<file path="config.mk">
export PLATFORM = sky130hd
export DESIGN_NAME = wdtu_top
export DESIGN_NICKNAME = d
export VERILOG_FILES = /design/src/wdtu_pkg.sv /design/src/wdtu_top.sv
export SDC_FILE = /design/constraint.sdc
export NUM_CORES = 1
export LEC_CHECK = 0
export ABC_AREA = 1
export BUFFER_PORTS_ARGS = -buffer_cell sky130_fd_sc_hd__buf_2
export CORE_AREA = 4 4 106 108
export DETAILED_ROUTE_END_ITERATION = 7
export DIE_AREA = 0 0 110 112
export GPL_TIMING_DRIVEN = 0
export PLACE_DENSITY = 0.77
export SYNTH_ARGS = -nofsm -noshare
export SYNTH_HDL_FRONTEND = slang
export SYNTH_SLANG_ARGS = --single-unit
</file>
<file path="constraint.sdc">
create_clock -name sys_clk -period 2.5 [get_ports sys_clk]
set_input_delay 0.5 -clock sys_clk [delete_from_list [all_inputs] [get_ports sys_clk]]
set_output_delay 0.5 -clock sys_clk [all_outputs]
set_load 0.02 [all_outputs]
</file>
<file path="src/wdtu_pkg.sv">
// shared constants and types for the watchdog timer unit
package wdtu_pkg;

  // ****************************************************************
  // register map
  // ****************************************************************
  localparam int ADDR_W = 8;
  localparam logic [7:0] OFF_CTRL = 8'h00;
  localparam logic [7:0] OFF_CFG = 8'h04;
  localparam logic [7:0] OFF_STAT = 8'h08;
  localparam logic [7:0] OFF_IRQ_STAT = 8'h0C;
  localparam logic [7:0] OFF_IRQ_MASK = 8'h10;

  // ****************************************************************
  // watchdog_control fields
  // ****************************************************************
  localparam logic [7:0] CTRL_RESET = 8'h7A;
  localparam int CTRL_KEEP_BIT = 7;
  localparam int PERIOD_MSB = 6;
  localparam int PERIOD_LSB = 4;
  localparam int KEY_MSB = 3;
  localparam int KEY_LSB = 0;
  localparam logic [3:0] KEY_DISABLE = 4'hA;

  // ****************************************************************
  // option register fields
  // ****************************************************************
  localparam int CFG_W = 4;
  localparam int CFG_SRC_SUB = 0;
  localparam int CFG_SUB_RC = 1;
  localparam int CFG_ENABLE = 2;
  localparam int CFG_PAIRED = 3;
  localparam logic [3:0] CFG_RESET = 4'h7;

  // ****************************************************************
  // status and interrupt fields
  // ****************************************************************
  localparam int STAT_EXPIRED = 0;
  localparam int STAT_PDOWN = 1;
  localparam int STAT_ENABLED = 2;
  localparam int STAT_CNT_LSB = 16;
  localparam int IRQ_W = 2;
  localparam int IRQ_OVF_RUN = 0;
  localparam int IRQ_OVF_LOW = 1;

  // ****************************************************************
  // counter and bus constants
  // ****************************************************************
  localparam int CNT_W = 15;
  localparam logic [15:0] PERIOD_BASE = 16'h0100;
  localparam logic [1:0] DIV4_LAST = 2'h3;
  localparam logic [1:0] RESP_OKAY = 2'h0;
  localparam logic [1:0] RESP_SLVERR = 2'h2;

  // ****************************************************************
  // types
  // ****************************************************************
  typedef enum logic [2:0] {
    REG_CTRL, REG_CFG, REG_STAT, REG_IRQ_STAT, REG_IRQ_MASK, REG_NONE
  } wdtu_reg_t;

  typedef enum logic [1:0] {PAIR_NONE, PAIR_FIRST, PAIR_SECOND} wdtu_pair_t;

  // one-cycle instruction strobes from the processor core
  typedef struct packed {
    logic single_clear_instruction;
    logic paired_clear_first;
    logic paired_clear_second;
    logic halt;
  } wdtu_instr_t;

  // power mode levels from the processor core
  typedef struct packed {
    logic sleep;
    logic idle;
  } wdtu_mode_t;

endpackage : wdtu_pkg

</file>
<file path="src/wdtu_top.sv">
// watchdog timer unit with its AXI4-Lite register slave
//
// What this block does
// option picks watchdog source: low-speed subclock or system clock / 4
// option picks subclock from crystal oscillator or slow RC oscillator
// period field bits 6..4: 256 source periods at 000, doubling to 32768
// control bit 7 keeps system clock running in idle when set
// disabled only if option disables and key bits 3..0 equal 1010
// control register resets to keep 0, period 111, key 1010
// software should write key 0101 when the watchdog is used
// overflow in normal run gives full device reset and sets expired flag
// overflow in sleep or idle sets expired, clears only PC and SP
// counter cleared by reset pin low, accepted clear, or halt
// option selects single clear instruction or paired clear instructions
// paired clears must alternate; repeating the same one does nothing
// while disabled, clear and halt leave the counter alone; halt still sets power-down and clears expired
// system/4 source stops counting in sleep and clock-off idle
// halt clears and restarts the counter when enabled
// power-down flag cleared by power-up or accepted clear, set by halt
// overflow in idle or sleep leaves expired and power-down both at 1
// 15-bit divider, overflow at selected tap, single-cycle pulse
`timescale 1ns/1ps
module wdtu_top (
  input wire logic sys_clk,
  input wire logic rstn,
  // AXI4-Lite slave
  input wire logic [wdtu_pkg::ADDR_W-1:0] s_axi_awaddr,
  input wire logic s_axi_awvalid,
  output logic s_axi_awready,
  input wire logic [31:0] s_axi_wdata,
  input wire logic [3:0] s_axi_wstrb,
  input wire logic s_axi_wvalid,
  output logic s_axi_wready,
  output logic [1:0] s_axi_bresp,
  output logic s_axi_bvalid,
  input wire logic s_axi_bready,
  input wire logic [wdtu_pkg::ADDR_W-1:0] s_axi_araddr,
  input wire logic s_axi_arvalid,
  output logic s_axi_arready,
  output logic [31:0] s_axi_rdata,
  output logic [1:0] s_axi_rresp,
  output logic s_axi_rvalid,
  input wire logic s_axi_rready,
  // core side
  input wire wdtu_pkg::wdtu_instr_t core_instr,
  input wire wdtu_pkg::wdtu_mode_t core_mode,
  input wire logic external_initialise_pin_n,
  input wire logic crystal_low_speed_osc_tick,
  input wire logic internal_slow_rc_osc_tick,
  output logic device_reset,
  output logic pc_sp_clear,
  output logic wdt_overflow,
  output logic watchdog_expired_flag,
  output logic power_down_flag,
  output logic idle_system_clock_keep,
  output logic irq
);
  import wdtu_pkg::*;

  // ****************************************************************
  // functions
  // ****************************************************************

  // map a byte address onto a register
  function automatic wdtu_reg_t reg_decode(input logic [ADDR_W-1:0] addr);
    wdtu_reg_t r;
    r = REG_NONE;
    unique case (addr)
      OFF_CTRL: r = REG_CTRL;
      OFF_CFG: r = REG_CFG;
      OFF_STAT: r = REG_STAT;
      OFF_IRQ_STAT: r = REG_IRQ_STAT;
      OFF_IRQ_MASK: r = REG_IRQ_MASK;
      default: r = REG_NONE;
    endcase
    return r;
  endfunction : reg_decode

  // last count before overflow for a period code
  function automatic logic [CNT_W-1:0] period_last(input logic [2:0] sel);
    logic [15:0] span;
    span = PERIOD_BASE << sel;
    return CNT_W'(span - 16'h0001);
  endfunction : period_last

  // ****************************************************************
  // state
  // ****************************************************************
  logic [7:0] ctrl_r;
  logic [CFG_W-1:0] cfg_r;
  logic [IRQ_W-1:0] irq_stat_r;
  logic [IRQ_W-1:0] irq_mask_r;
  logic [CNT_W-1:0] cnt_r;
  logic [1:0] div_r;
  wdtu_pair_t pair_r;
  logic [ADDR_W-1:0] awaddr_r;
  logic [31:0] wdata_r;
  logic [3:0] wstrb_r;

  logic wdt_en;
  logic low_power;
  logic sys_run;
  logic src_tick;
  logic clr_ok;
  logic halt_ok;
  logic hit;
  logic wr_fire;
  logic rd_fire;
  wdtu_reg_t wr_reg;
  wdtu_reg_t rd_reg;
  logic [IRQ_W-1:0] irq_set;
  logic [IRQ_W-1:0] irq_clr;

  // ****************************************************************
  // watchdog decode
  // ****************************************************************

  // enable, source selection and clear acceptance
  always_comb begin
    wdt_en = cfg_r[CFG_ENABLE] |
             (ctrl_r[KEY_MSB:KEY_LSB] != KEY_DISABLE);
    low_power = core_mode.sleep | core_mode.idle;
    sys_run = ~(core_mode.sleep |
                (core_mode.idle & ~ctrl_r[CTRL_KEEP_BIT]));
    if (cfg_r[CFG_SRC_SUB]) begin
      src_tick = cfg_r[CFG_SUB_RC] ? internal_slow_rc_osc_tick
                                   : crystal_low_speed_osc_tick;
    end else begin
      src_tick = sys_run & (div_r == DIV4_LAST);
    end
    if (cfg_r[CFG_PAIRED]) begin
      clr_ok = wdt_en &
               ((core_instr.paired_clear_first & (pair_r != PAIR_FIRST)) |
                (core_instr.paired_clear_second &
                 (pair_r != PAIR_SECOND)));
    end else begin
      clr_ok = wdt_en & core_instr.single_clear_instruction;
    end
    halt_ok = wdt_en & core_instr.halt;
    hit = wdt_en & external_initialise_pin_n & src_tick &
          (cnt_r == period_last(ctrl_r[PERIOD_MSB:PERIOD_LSB]));
  end

  // ****************************************************************
  // counter
  // ****************************************************************

  // system clock divide by four, halted with the instruction clock
  always_ff @(posedge sys_clk or negedge rstn) begin
    if (!rstn) begin
      div_r <= 2'h0;
    end else if (sys_run) begin
      div_r <= div_r + 2'h1;
    end
  end

  // binary divider with clears
  always_ff @(posedge sys_clk or negedge rstn) begin
    if (!rstn) begin
      cnt_r <= '0;
    end else if (!external_initialise_pin_n || !wdt_en) begin
      cnt_r <= '0;
    end else if (clr_ok || halt_ok || hit) begin
      cnt_r <= '0;
    end else if (src_tick) begin
      cnt_r <= cnt_r + CNT_W'(1);
    end
  end

  // remembers which paired clear was accepted last
  always_ff @(posedge sys_clk or negedge rstn) begin
    if (!rstn) begin
      pair_r <= PAIR_NONE;
    end else if (!external_initialise_pin_n || !wdt_en ||
                 !cfg_r[CFG_PAIRED]) begin
      pair_r <= PAIR_NONE;
    end else if (clr_ok) begin
      unique case (pair_r)
        PAIR_NONE: pair_r <= core_instr.paired_clear_first ? PAIR_FIRST
                                                           : PAIR_SECOND;
        PAIR_FIRST: pair_r <= PAIR_SECOND;
        PAIR_SECOND: pair_r <= PAIR_FIRST;
      endcase
    end
  end

  // ****************************************************************
  // overflow actions and flags
  // ****************************************************************

  // overflow pulses, one cycle each
  always_ff @(posedge sys_clk or negedge rstn) begin
    if (!rstn) begin
      wdt_overflow <= 1'b0;
      device_reset <= 1'b0;
      pc_sp_clear <= 1'b0;
    end else begin
      wdt_overflow <= hit;
      device_reset <= hit & ~low_power;
      pc_sp_clear <= hit & low_power;
    end
  end

  // expired flag: overflow sets, clear or halt drops it, set wins
  always_ff @(posedge sys_clk or negedge rstn) begin
    if (!rstn) begin
      watchdog_expired_flag <= 1'b0;
    end else if (hit) begin
      watchdog_expired_flag <= 1'b1;
    end else if (clr_ok || core_instr.halt) begin
      watchdog_expired_flag <= 1'b0;
    end
  end

  // power-down flag: halt sets, accepted clear drops it
  always_ff @(posedge sys_clk or negedge rstn) begin
    if (!rstn) begin
      power_down_flag <= 1'b0;
    end else if (core_instr.halt) begin
      power_down_flag <= 1'b1;
    end else if (clr_ok) begin
      power_down_flag <= 1'b0;
    end
  end // overflow never touches it, so low-power overflow keeps it at 1 R17

  // ****************************************************************
  // AXI4-Lite write channel
  // ****************************************************************
  assign wr_fire = !s_axi_awready && !s_axi_wready && !s_axi_bvalid;
  assign wr_reg = reg_decode(awaddr_r);

  // address and data taken in either order, response after both
  always_ff @(posedge sys_clk or negedge rstn) begin
    if (!rstn) begin
      s_axi_awready <= 1'b1;
      s_axi_wready <= 1'b1;
      s_axi_bvalid <= 1'b0;
      s_axi_bresp <= RESP_OKAY;
      awaddr_r <= '0;
      wdata_r <= 32'h0000_0000;
      wstrb_r <= 4'h0;
    end else begin
      if (s_axi_awvalid && s_axi_awready) begin
        s_axi_awready <= 1'b0;
        awaddr_r <= s_axi_awaddr;
      end
      if (s_axi_wvalid && s_axi_wready) begin
        s_axi_wready <= 1'b0;
        wdata_r <= s_axi_wdata;
        wstrb_r <= s_axi_wstrb;
      end
      if (wr_fire) begin
        s_axi_bvalid <= 1'b1;
        s_axi_bresp <= (wr_reg == REG_NONE) ? RESP_SLVERR : RESP_OKAY;
      end else if (s_axi_bvalid && s_axi_bready) begin
        s_axi_bvalid <= 1'b0;
        s_axi_awready <= 1'b1;
        s_axi_wready <= 1'b1;
      end
    end
  end

  // software-written registers, low byte lane only
  always_ff @(posedge sys_clk or negedge rstn) begin
    if (!rstn) begin
      ctrl_r <= CTRL_RESET;
      cfg_r <= CFG_RESET;
      irq_mask_r <= '0;
    end else if (wr_fire && wstrb_r[0]) begin
      unique case (wr_reg)
        REG_CTRL: ctrl_r <= wdata_r[7:0]; // key 0101 advised
        REG_CFG: cfg_r <= wdata_r[CFG_W-1:0];
        REG_IRQ_MASK: irq_mask_r <= wdata_r[IRQ_W-1:0];
        default: ;
      endcase
    end
  end

  assign idle_system_clock_keep = ctrl_r[CTRL_KEEP_BIT];

  // ****************************************************************
  // AXI4-Lite read channel
  // ****************************************************************
  assign rd_fire = s_axi_arvalid && s_axi_arready;
  assign rd_reg = reg_decode(s_axi_araddr);

  // one read at a time, data answered on the cycle after the address
  always_ff @(posedge sys_clk or negedge rstn) begin
    if (!rstn) begin
      s_axi_arready <= 1'b1;
      s_axi_rvalid <= 1'b0;
      s_axi_rdata <= 32'h0000_0000;
      s_axi_rresp <= RESP_OKAY;
    end else if (rd_fire) begin
      s_axi_arready <= 1'b0;
      s_axi_rvalid <= 1'b1;
      s_axi_rresp <= (rd_reg == REG_NONE) ? RESP_SLVERR : RESP_OKAY;
      s_axi_rdata <= 32'h0000_0000;
      unique case (rd_reg)
        REG_CTRL: s_axi_rdata[7:0] <= ctrl_r;
        REG_CFG: s_axi_rdata[CFG_W-1:0] <= cfg_r;
        REG_STAT: begin
          s_axi_rdata[STAT_EXPIRED] <= watchdog_expired_flag;
          s_axi_rdata[STAT_PDOWN] <= power_down_flag;
          s_axi_rdata[STAT_ENABLED] <= wdt_en;
          s_axi_rdata[STAT_CNT_LSB +: CNT_W] <= cnt_r;
        end
        REG_IRQ_STAT: s_axi_rdata[IRQ_W-1:0] <= irq_stat_r;
        REG_IRQ_MASK: s_axi_rdata[IRQ_W-1:0] <= irq_mask_r;
        default: ;
      endcase
    end else if (s_axi_rvalid && s_axi_rready) begin
      s_axi_rvalid <= 1'b0;
      s_axi_arready <= 1'b1;
    end
  end

  // ****************************************************************
  // interrupts
  // ****************************************************************
  assign irq_set = {hit & low_power, hit & ~low_power};
  assign irq_clr = (rd_fire && rd_reg == REG_IRQ_STAT) ? '1 : '0;

  // sticky events, cleared by reading, a new event wins over the clear
  always_ff @(posedge sys_clk or negedge rstn) begin
    if (!rstn) begin
      irq_stat_r <= '0;
      irq <= 1'b0;
    end else begin
      irq_stat_r <= (irq_stat_r & ~irq_clr) | irq_set;
      irq <= |(irq_stat_r & irq_mask_r);
    end
  end

endmodule : wdtu_top

</file>
=== Yosys cells after proc, flatten, opt, wreduce, memory -nomap -nowiden ===
Cells that the tools add are included.

* Register bits after elaboration: 90
* Input port bits: 68
* Output and inout port bits: 48
* Word-level logic and storage cells: 145

* Add/sub/neg operators: 3
* Equality and inequality tests: 23
* Shift operators: 1
* Multiplexer cells: 36
* Bitwise logic cells: 23
* Reductions and logical operators: 35

{| class="wikitable"
|+ Operator list
! cell !! number
|-
| two-way mux 15 bit || 4
|-
| == test 8 x 4 -> 1 bit (second input constant) || 4
|-
| one-hot mux 3 bit (5 select lines) || 2
|-
| two-way mux 1 bit || 19
|-
| == test 8 x 3 -> 1 bit (second input constant) || 2
|-
| == test 8 x 5 -> 1 bit (second input constant) || 2
|-
| zero test 8 bit || 2
|-
| adder 15 x 1 -> 15 bit (second input constant) || 1
|-
| == test 15 bit || 1
|-
| left shift 9 x 3 -> 15 bit (first input constant) || 1
|-
| subtractor 15 x 1 -> 15 bit (second input constant) || 1
|-
| bitwise AND 1 bit || 12
|-
| == test 3 bit (second input constant) || 4
|-
| two-way mux 2 bit || 6
|-
| one-hot mux 2 bit (5 select lines) || 1
|-
| nonzero test 2 bit || 5
|-
| logical AND 1 bit || 9
|-
| == test 3 x 1 -> 1 bit (second input constant) || 2
|-
| == test 3 x 2 -> 1 bit (second input constant) || 2
|-
| zero test 1 bit || 6
|-
| zero test 3 bit || 2
|-
| one-hot mux 2 bit (3 select lines) || 1
|-
| AND reduction 2 bit || 3
|-
| logical OR 1 bit || 5
|-
| 17 further kinds || 24
|}

=== Logic depth before layout (Yosys ltp) ===
* Depth in word-level cells: 11
* Depth in mapped cells: 16

=== Worst setup path before layout ===
OpenSTA, ideal clock, no wires.

* Kind: register to register
* Start point: register ctrl_r[6]
* End point: register cnt_r[1]
* Library setup time: 0.119 ns
* Arrival time: 1.863 ns
* Data required time: 2.381 ns
* Slack: 0.518 ns
* Cell stages (with the launch flop): 17
* Path buffers: 2
* Path through: dfstp_2 buf_2 inv_1 nand2_1 ha_1 inv_1 nand2_1 nand2_1 inv_1 nand2_1 nand2_1 nand3_2 nor2_2 nand2_2 buf_6 nand4_1 nand2_1

* Longest elaborated chain between the ends: 7
* Elaborated cells between the ends (all ways): 8
* Classes of those cells: 1 x add/sub; 1 x eq/ne; 1 x shift; 2 x mux; 1 x bitwise; 2 x reduce/logical

{| class="wikitable"
|+ Ends and longest elaborated chain
! element !! line !! RTL
|-
| from (decl) || wdtu_top.sv:89 || <nowiki>logic [7:0] ctrl_r;</nowiki>
|-
| from (signal assigned) || wdtu_top.sv:271 || <nowiki>REG_CTRL: ctrl_r <= wdata_r[7:0];</nowiki>
|-
| left shift 9 x 3 -> 15 bit * || wdtu_top.sv:82 || <nowiki>span = PERIOD_BASE << sel;</nowiki>
|-
| subtractor 15 x 1 -> 15 bit * || wdtu_top.sv:83 || <nowiki>return CNT_W'(span - 16'h0001);</nowiki>
|-
| == test 15 bit * || wdtu_top.sv:141 || <nowiki>(cnt_r == period_last(ctrl_r[PERIOD_MSB:PERIOD_LSB]));</nowiki>
|-
| bitwise AND 1 bit * || wdtu_top.sv:140 || <nowiki>hit = wdt_en & external_initialise_pin_n & src_tick &</nowiki>
|-
| logical OR 1 bit * || wdtu_top.sv:163 || <nowiki>end else if (clr_ok || halt_ok || hit) begin</nowiki>
|-
| two-way mux 15 bit || wdtu_top.sv:163 ||
|-
| two-way mux 15 bit || wdtu_top.sv:161 || <nowiki>end else if (!external_initialise_pin_n || !wdt_en) begin</nowiki>
|-
| to (signal assigned) || wdtu_top.sv:166 || <nowiki>cnt_r <= cnt_r + CNT_W'(1);</nowiki>
|-
| to (decl) || wdtu_top.sv:93 || <nowiki>logic [CNT_W-1:0] cnt_r;</nowiki>
|}

Mark *: on every way between the ends. The rest lies on a longest branch, timed or not.
A chain may end at the register's enable or synchronous reset.

=== Worst setup path after layout ===
* Start point: register ctrl_r[6]
* End point: register cnt_r[7]

Same word-level chain as after synthesis.

==> load_flow_metrics.sql <==
INSERT INTO impl_metrics (metric_group, metric, value, unit) VALUES
('power_and_ir_drop', 'switching_share', '0.368', ''),
('setup_path', 'critical_path.startpoint_type', 'flop', ''),
('power_and_ir_drop', 'leakage', '0.00277', 'µW'),
('setup_path', 'crit_path_capture_type', 'flop', ''),
('clock_tree', 'worst_skew_pair.late_latency', '0.37', 'ns'),
('die', 'core_area', '10200', 'µm²'),
('placement', 'place_area', '5180', 'µm²'),
('setup_path', 'worstPathCellList', 'inv_2 > nand2_1 > ha_1 > inv_1 > nand2_1 > nand2_1 > inv_1 > nand2_1 > nand2_1 > nand3_2 > nor2_2 > nand2_2 > buf_6 > nand4_1 > nand2_1', ''),
('routing', 'finalWirelength', '10800', 'µm'),
('power_and_ir_drop', 'power.switching', '1560', 'µW'),
('global_route', 'globalRoute.totalOverflow', '0', ''),
('routing', 'vias', '4024', ''),
('run_status', 'status', 'complete, no violations', ''),
('power_and_ir_drop', 'seq_power_share', '0.464', ''),
('routing', 'drcViolationCount', '0', ''),
('logic_synthesis', 'synthesis.instances', '556', ''),
('setup_path', 'critical-path-top-delay-family', 'simple AND/OR/NAND/NOR gates', ''),
('timing', 'finalSetupTns', '0', 'ns'),
('clock_tree', 'clk_transition_reported_paths', '0.09', 'ns'),
('setup_path', 'critPathMaxFanout', '10', ''),
('layout', 'commonest_non_fill_non_tap_cells_in_the_layout', 'nand2_1 (127), buf_2 (79), inv_1 (77), dfrtp_1 (77), nor2_1 (52)', ''),
('timing', 'timing.fmax', '0.441', 'GHz'),
('setup_path', 'crit_start', 'ctrl_r[6]', ''),
('logic_synthesis', 'ys.warnings.count', '0', ''),
('timing', 'rsz0062_at_grt', 'false', ''),
('setup_path', 'crit-reg2reg-launch', 'ctrl_r[6]', ''),
('die', 'core.rowCount', '37', ''),
('die', 'die_width', '110', 'µm'),
('layout', 'design_area', '5380', 'µm²'),
('placement', 'io_buffer_count', '77', ''),
('logic_synthesis', 'yosysSeqAreaShare', '0.486', ''),
('logic_synthesis', 'ys_seq_elements', '88', ''),
('job', 'maxCapViolations', '0', ''),
('logic_synthesis', 'ys_types', '36', ''),
('routing', 'routed_via_density', '5.06', ''),
('logic_synthesis', 'synthesis.area_per_instance', '8.20', 'µm²'),
('clock_tree', 'post-cts-setup-buffer-count', '0', ''),
('global_route', 'antenna_found_initial', '0', ''),
('setup_path', 'critical_path.max_stage_delay', '0.66', 'ns'),
('power_and_ir_drop', 'vdd_ir_drop_max', '0.569', 'mV'),
('global_route', 'global_route.usage.total', '0.182', ''),
('setup_path', 'setup.worst_path.class', 'flop to flop', ''),
('placement', 'dp_hpwl', '8160', 'µm'),
('layout', 'multi_input_area', '1900', 'µm²'),
('layout', 'final_common_cell', 'nand2_1', ''),
('clock_tree', 'cts_tree', 'yes', ''),
('clock_tree', 'clockBufferDepth', '2', ''),
('power_and_ir_drop', 'power_density', '786', 'nW/µm²'),
('hold_path', 'hold_class', 'primary input to async pin', ''),
('global_route', 'grt_max_degree', '64', ''),
('clock_tree', 'ctsHtreeMaxLevel', '3', ''),
('timing', 'post-route-min-period', '2.27', 'ns'),
('layout', 'finish.net_count', '727', ''),
('clock_tree', 'cts.root.buffer_cell', 'clkbuf_8', ''),
('timing', 'timing.slew.headroom', '0.633', ''),
('global_route', 'wire_length_of_the_first_global_routing_pass', '17700', 'µm'),
('power_and_ir_drop', 'power.clock.fraction', '0.239', ''),
('setup_path', 'worst_path_max_delay_cell', 'dfstp_2', ''),
('timing', 'hold_viol_final', '0', ''),
('layout', 'num-fill-cells', '1001', ''),
('placement', 'gp_routability_congestion', '0.891', ''),
('timing', 'fin_worst_skew', '0.00783', 'ns'),
('global_route', 'grt_pass1_vias', '3866', ''),
('clock_tree', 'tritoncts.num_buffers', '9', ''),
('clock_tree', 'tritoncts_num_sinks', '88', ''),
('power_and_ir_drop', 'combPwrFrac', '0.298', ''),
('routing', 'first_iter_violations', '188', ''),
('layout', 'diodes', '0', ''),
('die', 'io_pins', '116', ''),
('layout', 'seq_area', '2220', 'µm²'),
('layout', 'layout-drive-gt1-share', '0.219', '');
layer usage:
| layer | vias to the layer above | track usage | share of wire |
|---|---|---|---|
| li1 | 1992 | - | - |
| met1 | 1866 | 0.243 | 0.43 |
| met2 | 151 | 0.283 | 0.46 |
| met3 | 15 | 0.0435 | 0.082 |
| met4 | 0 | 0.0723 | 0.020 |
| met5 | - | 0 | 0 |
cells by family (layout without fill, tap and decap cells):
logic type | Yosys count | after routing | synth area share
compound gates | 76 | 76 | 0.0996
xor+xnor | 11 | 11 | 0.0211
fa+ha+maj | 5 | 5 | 0.0137
buf+inv | 109 | 202 | 0.106
flops | 88 | 88 | 0.486
mux | 8 | 8 | 0.0198
other cells | 1 | 11 | 0.000822
simple gates | 258 | 258 | 0.253
worst reg2reg max path, cell delays in order, from the launching register on:
cell,delay [ns]
dfstp_2,0.66
inv_2,0.11
nand2_1,0.09
ha_1,0.25
inv_1,0.09
nand2_1,0.07
nand2_1,0.07
inv_1,0.05
nand2_1,0.04
nand2_1,0.06
nand3_2,0.06
nor2_2,0.11
nand2_2,0.17
buf_6,0.20
nand4_1,0.08
nand2_1,0.06
registers in the layout (all words and copies together), names as in the netlist, 2 cells and up:
name and cells:
awaddr_r 8, pair_r 2, irq_mask_r 2, cfg_r 4, wdata_r 8, s_axi_rdata 23
ctrl_r 8, cnt_r 15, div_r 2, irq_stat_r 2
stage by stage:
step / power [µW] / worst slack [ns] / instances / hold WS, ns / util
finish: 4230 / 0.231 / 795 / 0.0407 / 0.526
global route: 4520 / 0.000169 / 795 / 0.0572 / 0.526
CTS: 4250 / 0.106 / 796 / 0.0426 / 0.526
detailed placement: 3240 / 0.137 / 780 / 0.439 / 0.507
global placement: 3160 / 0.209 / 779 / 0.462 / 0.504
floorplan: 2840 / 0.518 / 566 / 0.204 / -
power groups by stage:
stage	combinational (µW)	sequential (µW)	clock, µW
5_1_grt	1440	1990	1080
4_1_cts	1280	1940	1030
6_report	1260	1960	1010
3_5_place_dp	1270	1970	0
3_3_place_gp	1210	1960	0
2_1_floorplan	822	2020	0
Yosys cell counts (all sizes together):
cell type / count / area (µm²)
o21bai: 1 / 7.51
a211oi: 1 / 7.51
nor4: 1 / 6.26
clkbuf: 9 / 33.8
dfrtp: 77 / 1930
mux2: 8 / 90.1
xnor2: 1 / 8.76
or2: 1 / 6.26
o31ai: 19 / 143
dfstp: 11 / 289
a22o: 1 / 8.76
nor3: 5 / 25.0
inv: 80 / 300
a21oi: 18 / 105
nand3: 25 / 135
ha: 5 / 62.6
nor2: 56 / 225
buf: 20 / 151
nand2: 128 / 483
conb: 1 / 3.75
xor2: 10 / 87.6
o22ai: 2 / 12.5
nand3b: 2 / 15.0
nand4: 40 / 256
o21ai: 34 / 170
final timing paths:
| kind | end | slack (ns) | cells past startpoint |
|---|---|---|---|
| max reg2reg | cnt_r[7] | 0.23 | 15 |
| min in group sys_clk | s_axi_wready | 0.29 | 2 |
| min reg2reg | s_axi_rdata[27] | 0.48 | 2 |
| max | cnt_r[7] | 0.23 | 15 |
| max in group asynchronous | cfg_r[0] | 1.81 | 2 |
| min | wdt_overflow | 0.04 | 1 |
area by class of cell:
class,instances,share of cell area
Buffer,28,0.0335
Clock buffer,10,0.0237
Clock inverter,6,0.0135
Inverter,80,0.0558
Multi-Input combinational cell,369,0.353
Sequential cell,88,0.412
Tap cell,136,0.0316
Timing Repair Buffer,78,0.0772
repair_timing:
item / in CTS / in global routing
gates resized for setup: 0 / 1
setup endpoints to repair: 0 / 19
hold buffers: 0 / 0
endpoints found under the hold margin: 0 / 0
No activity file was read; power rests on OpenSTA's default activity.
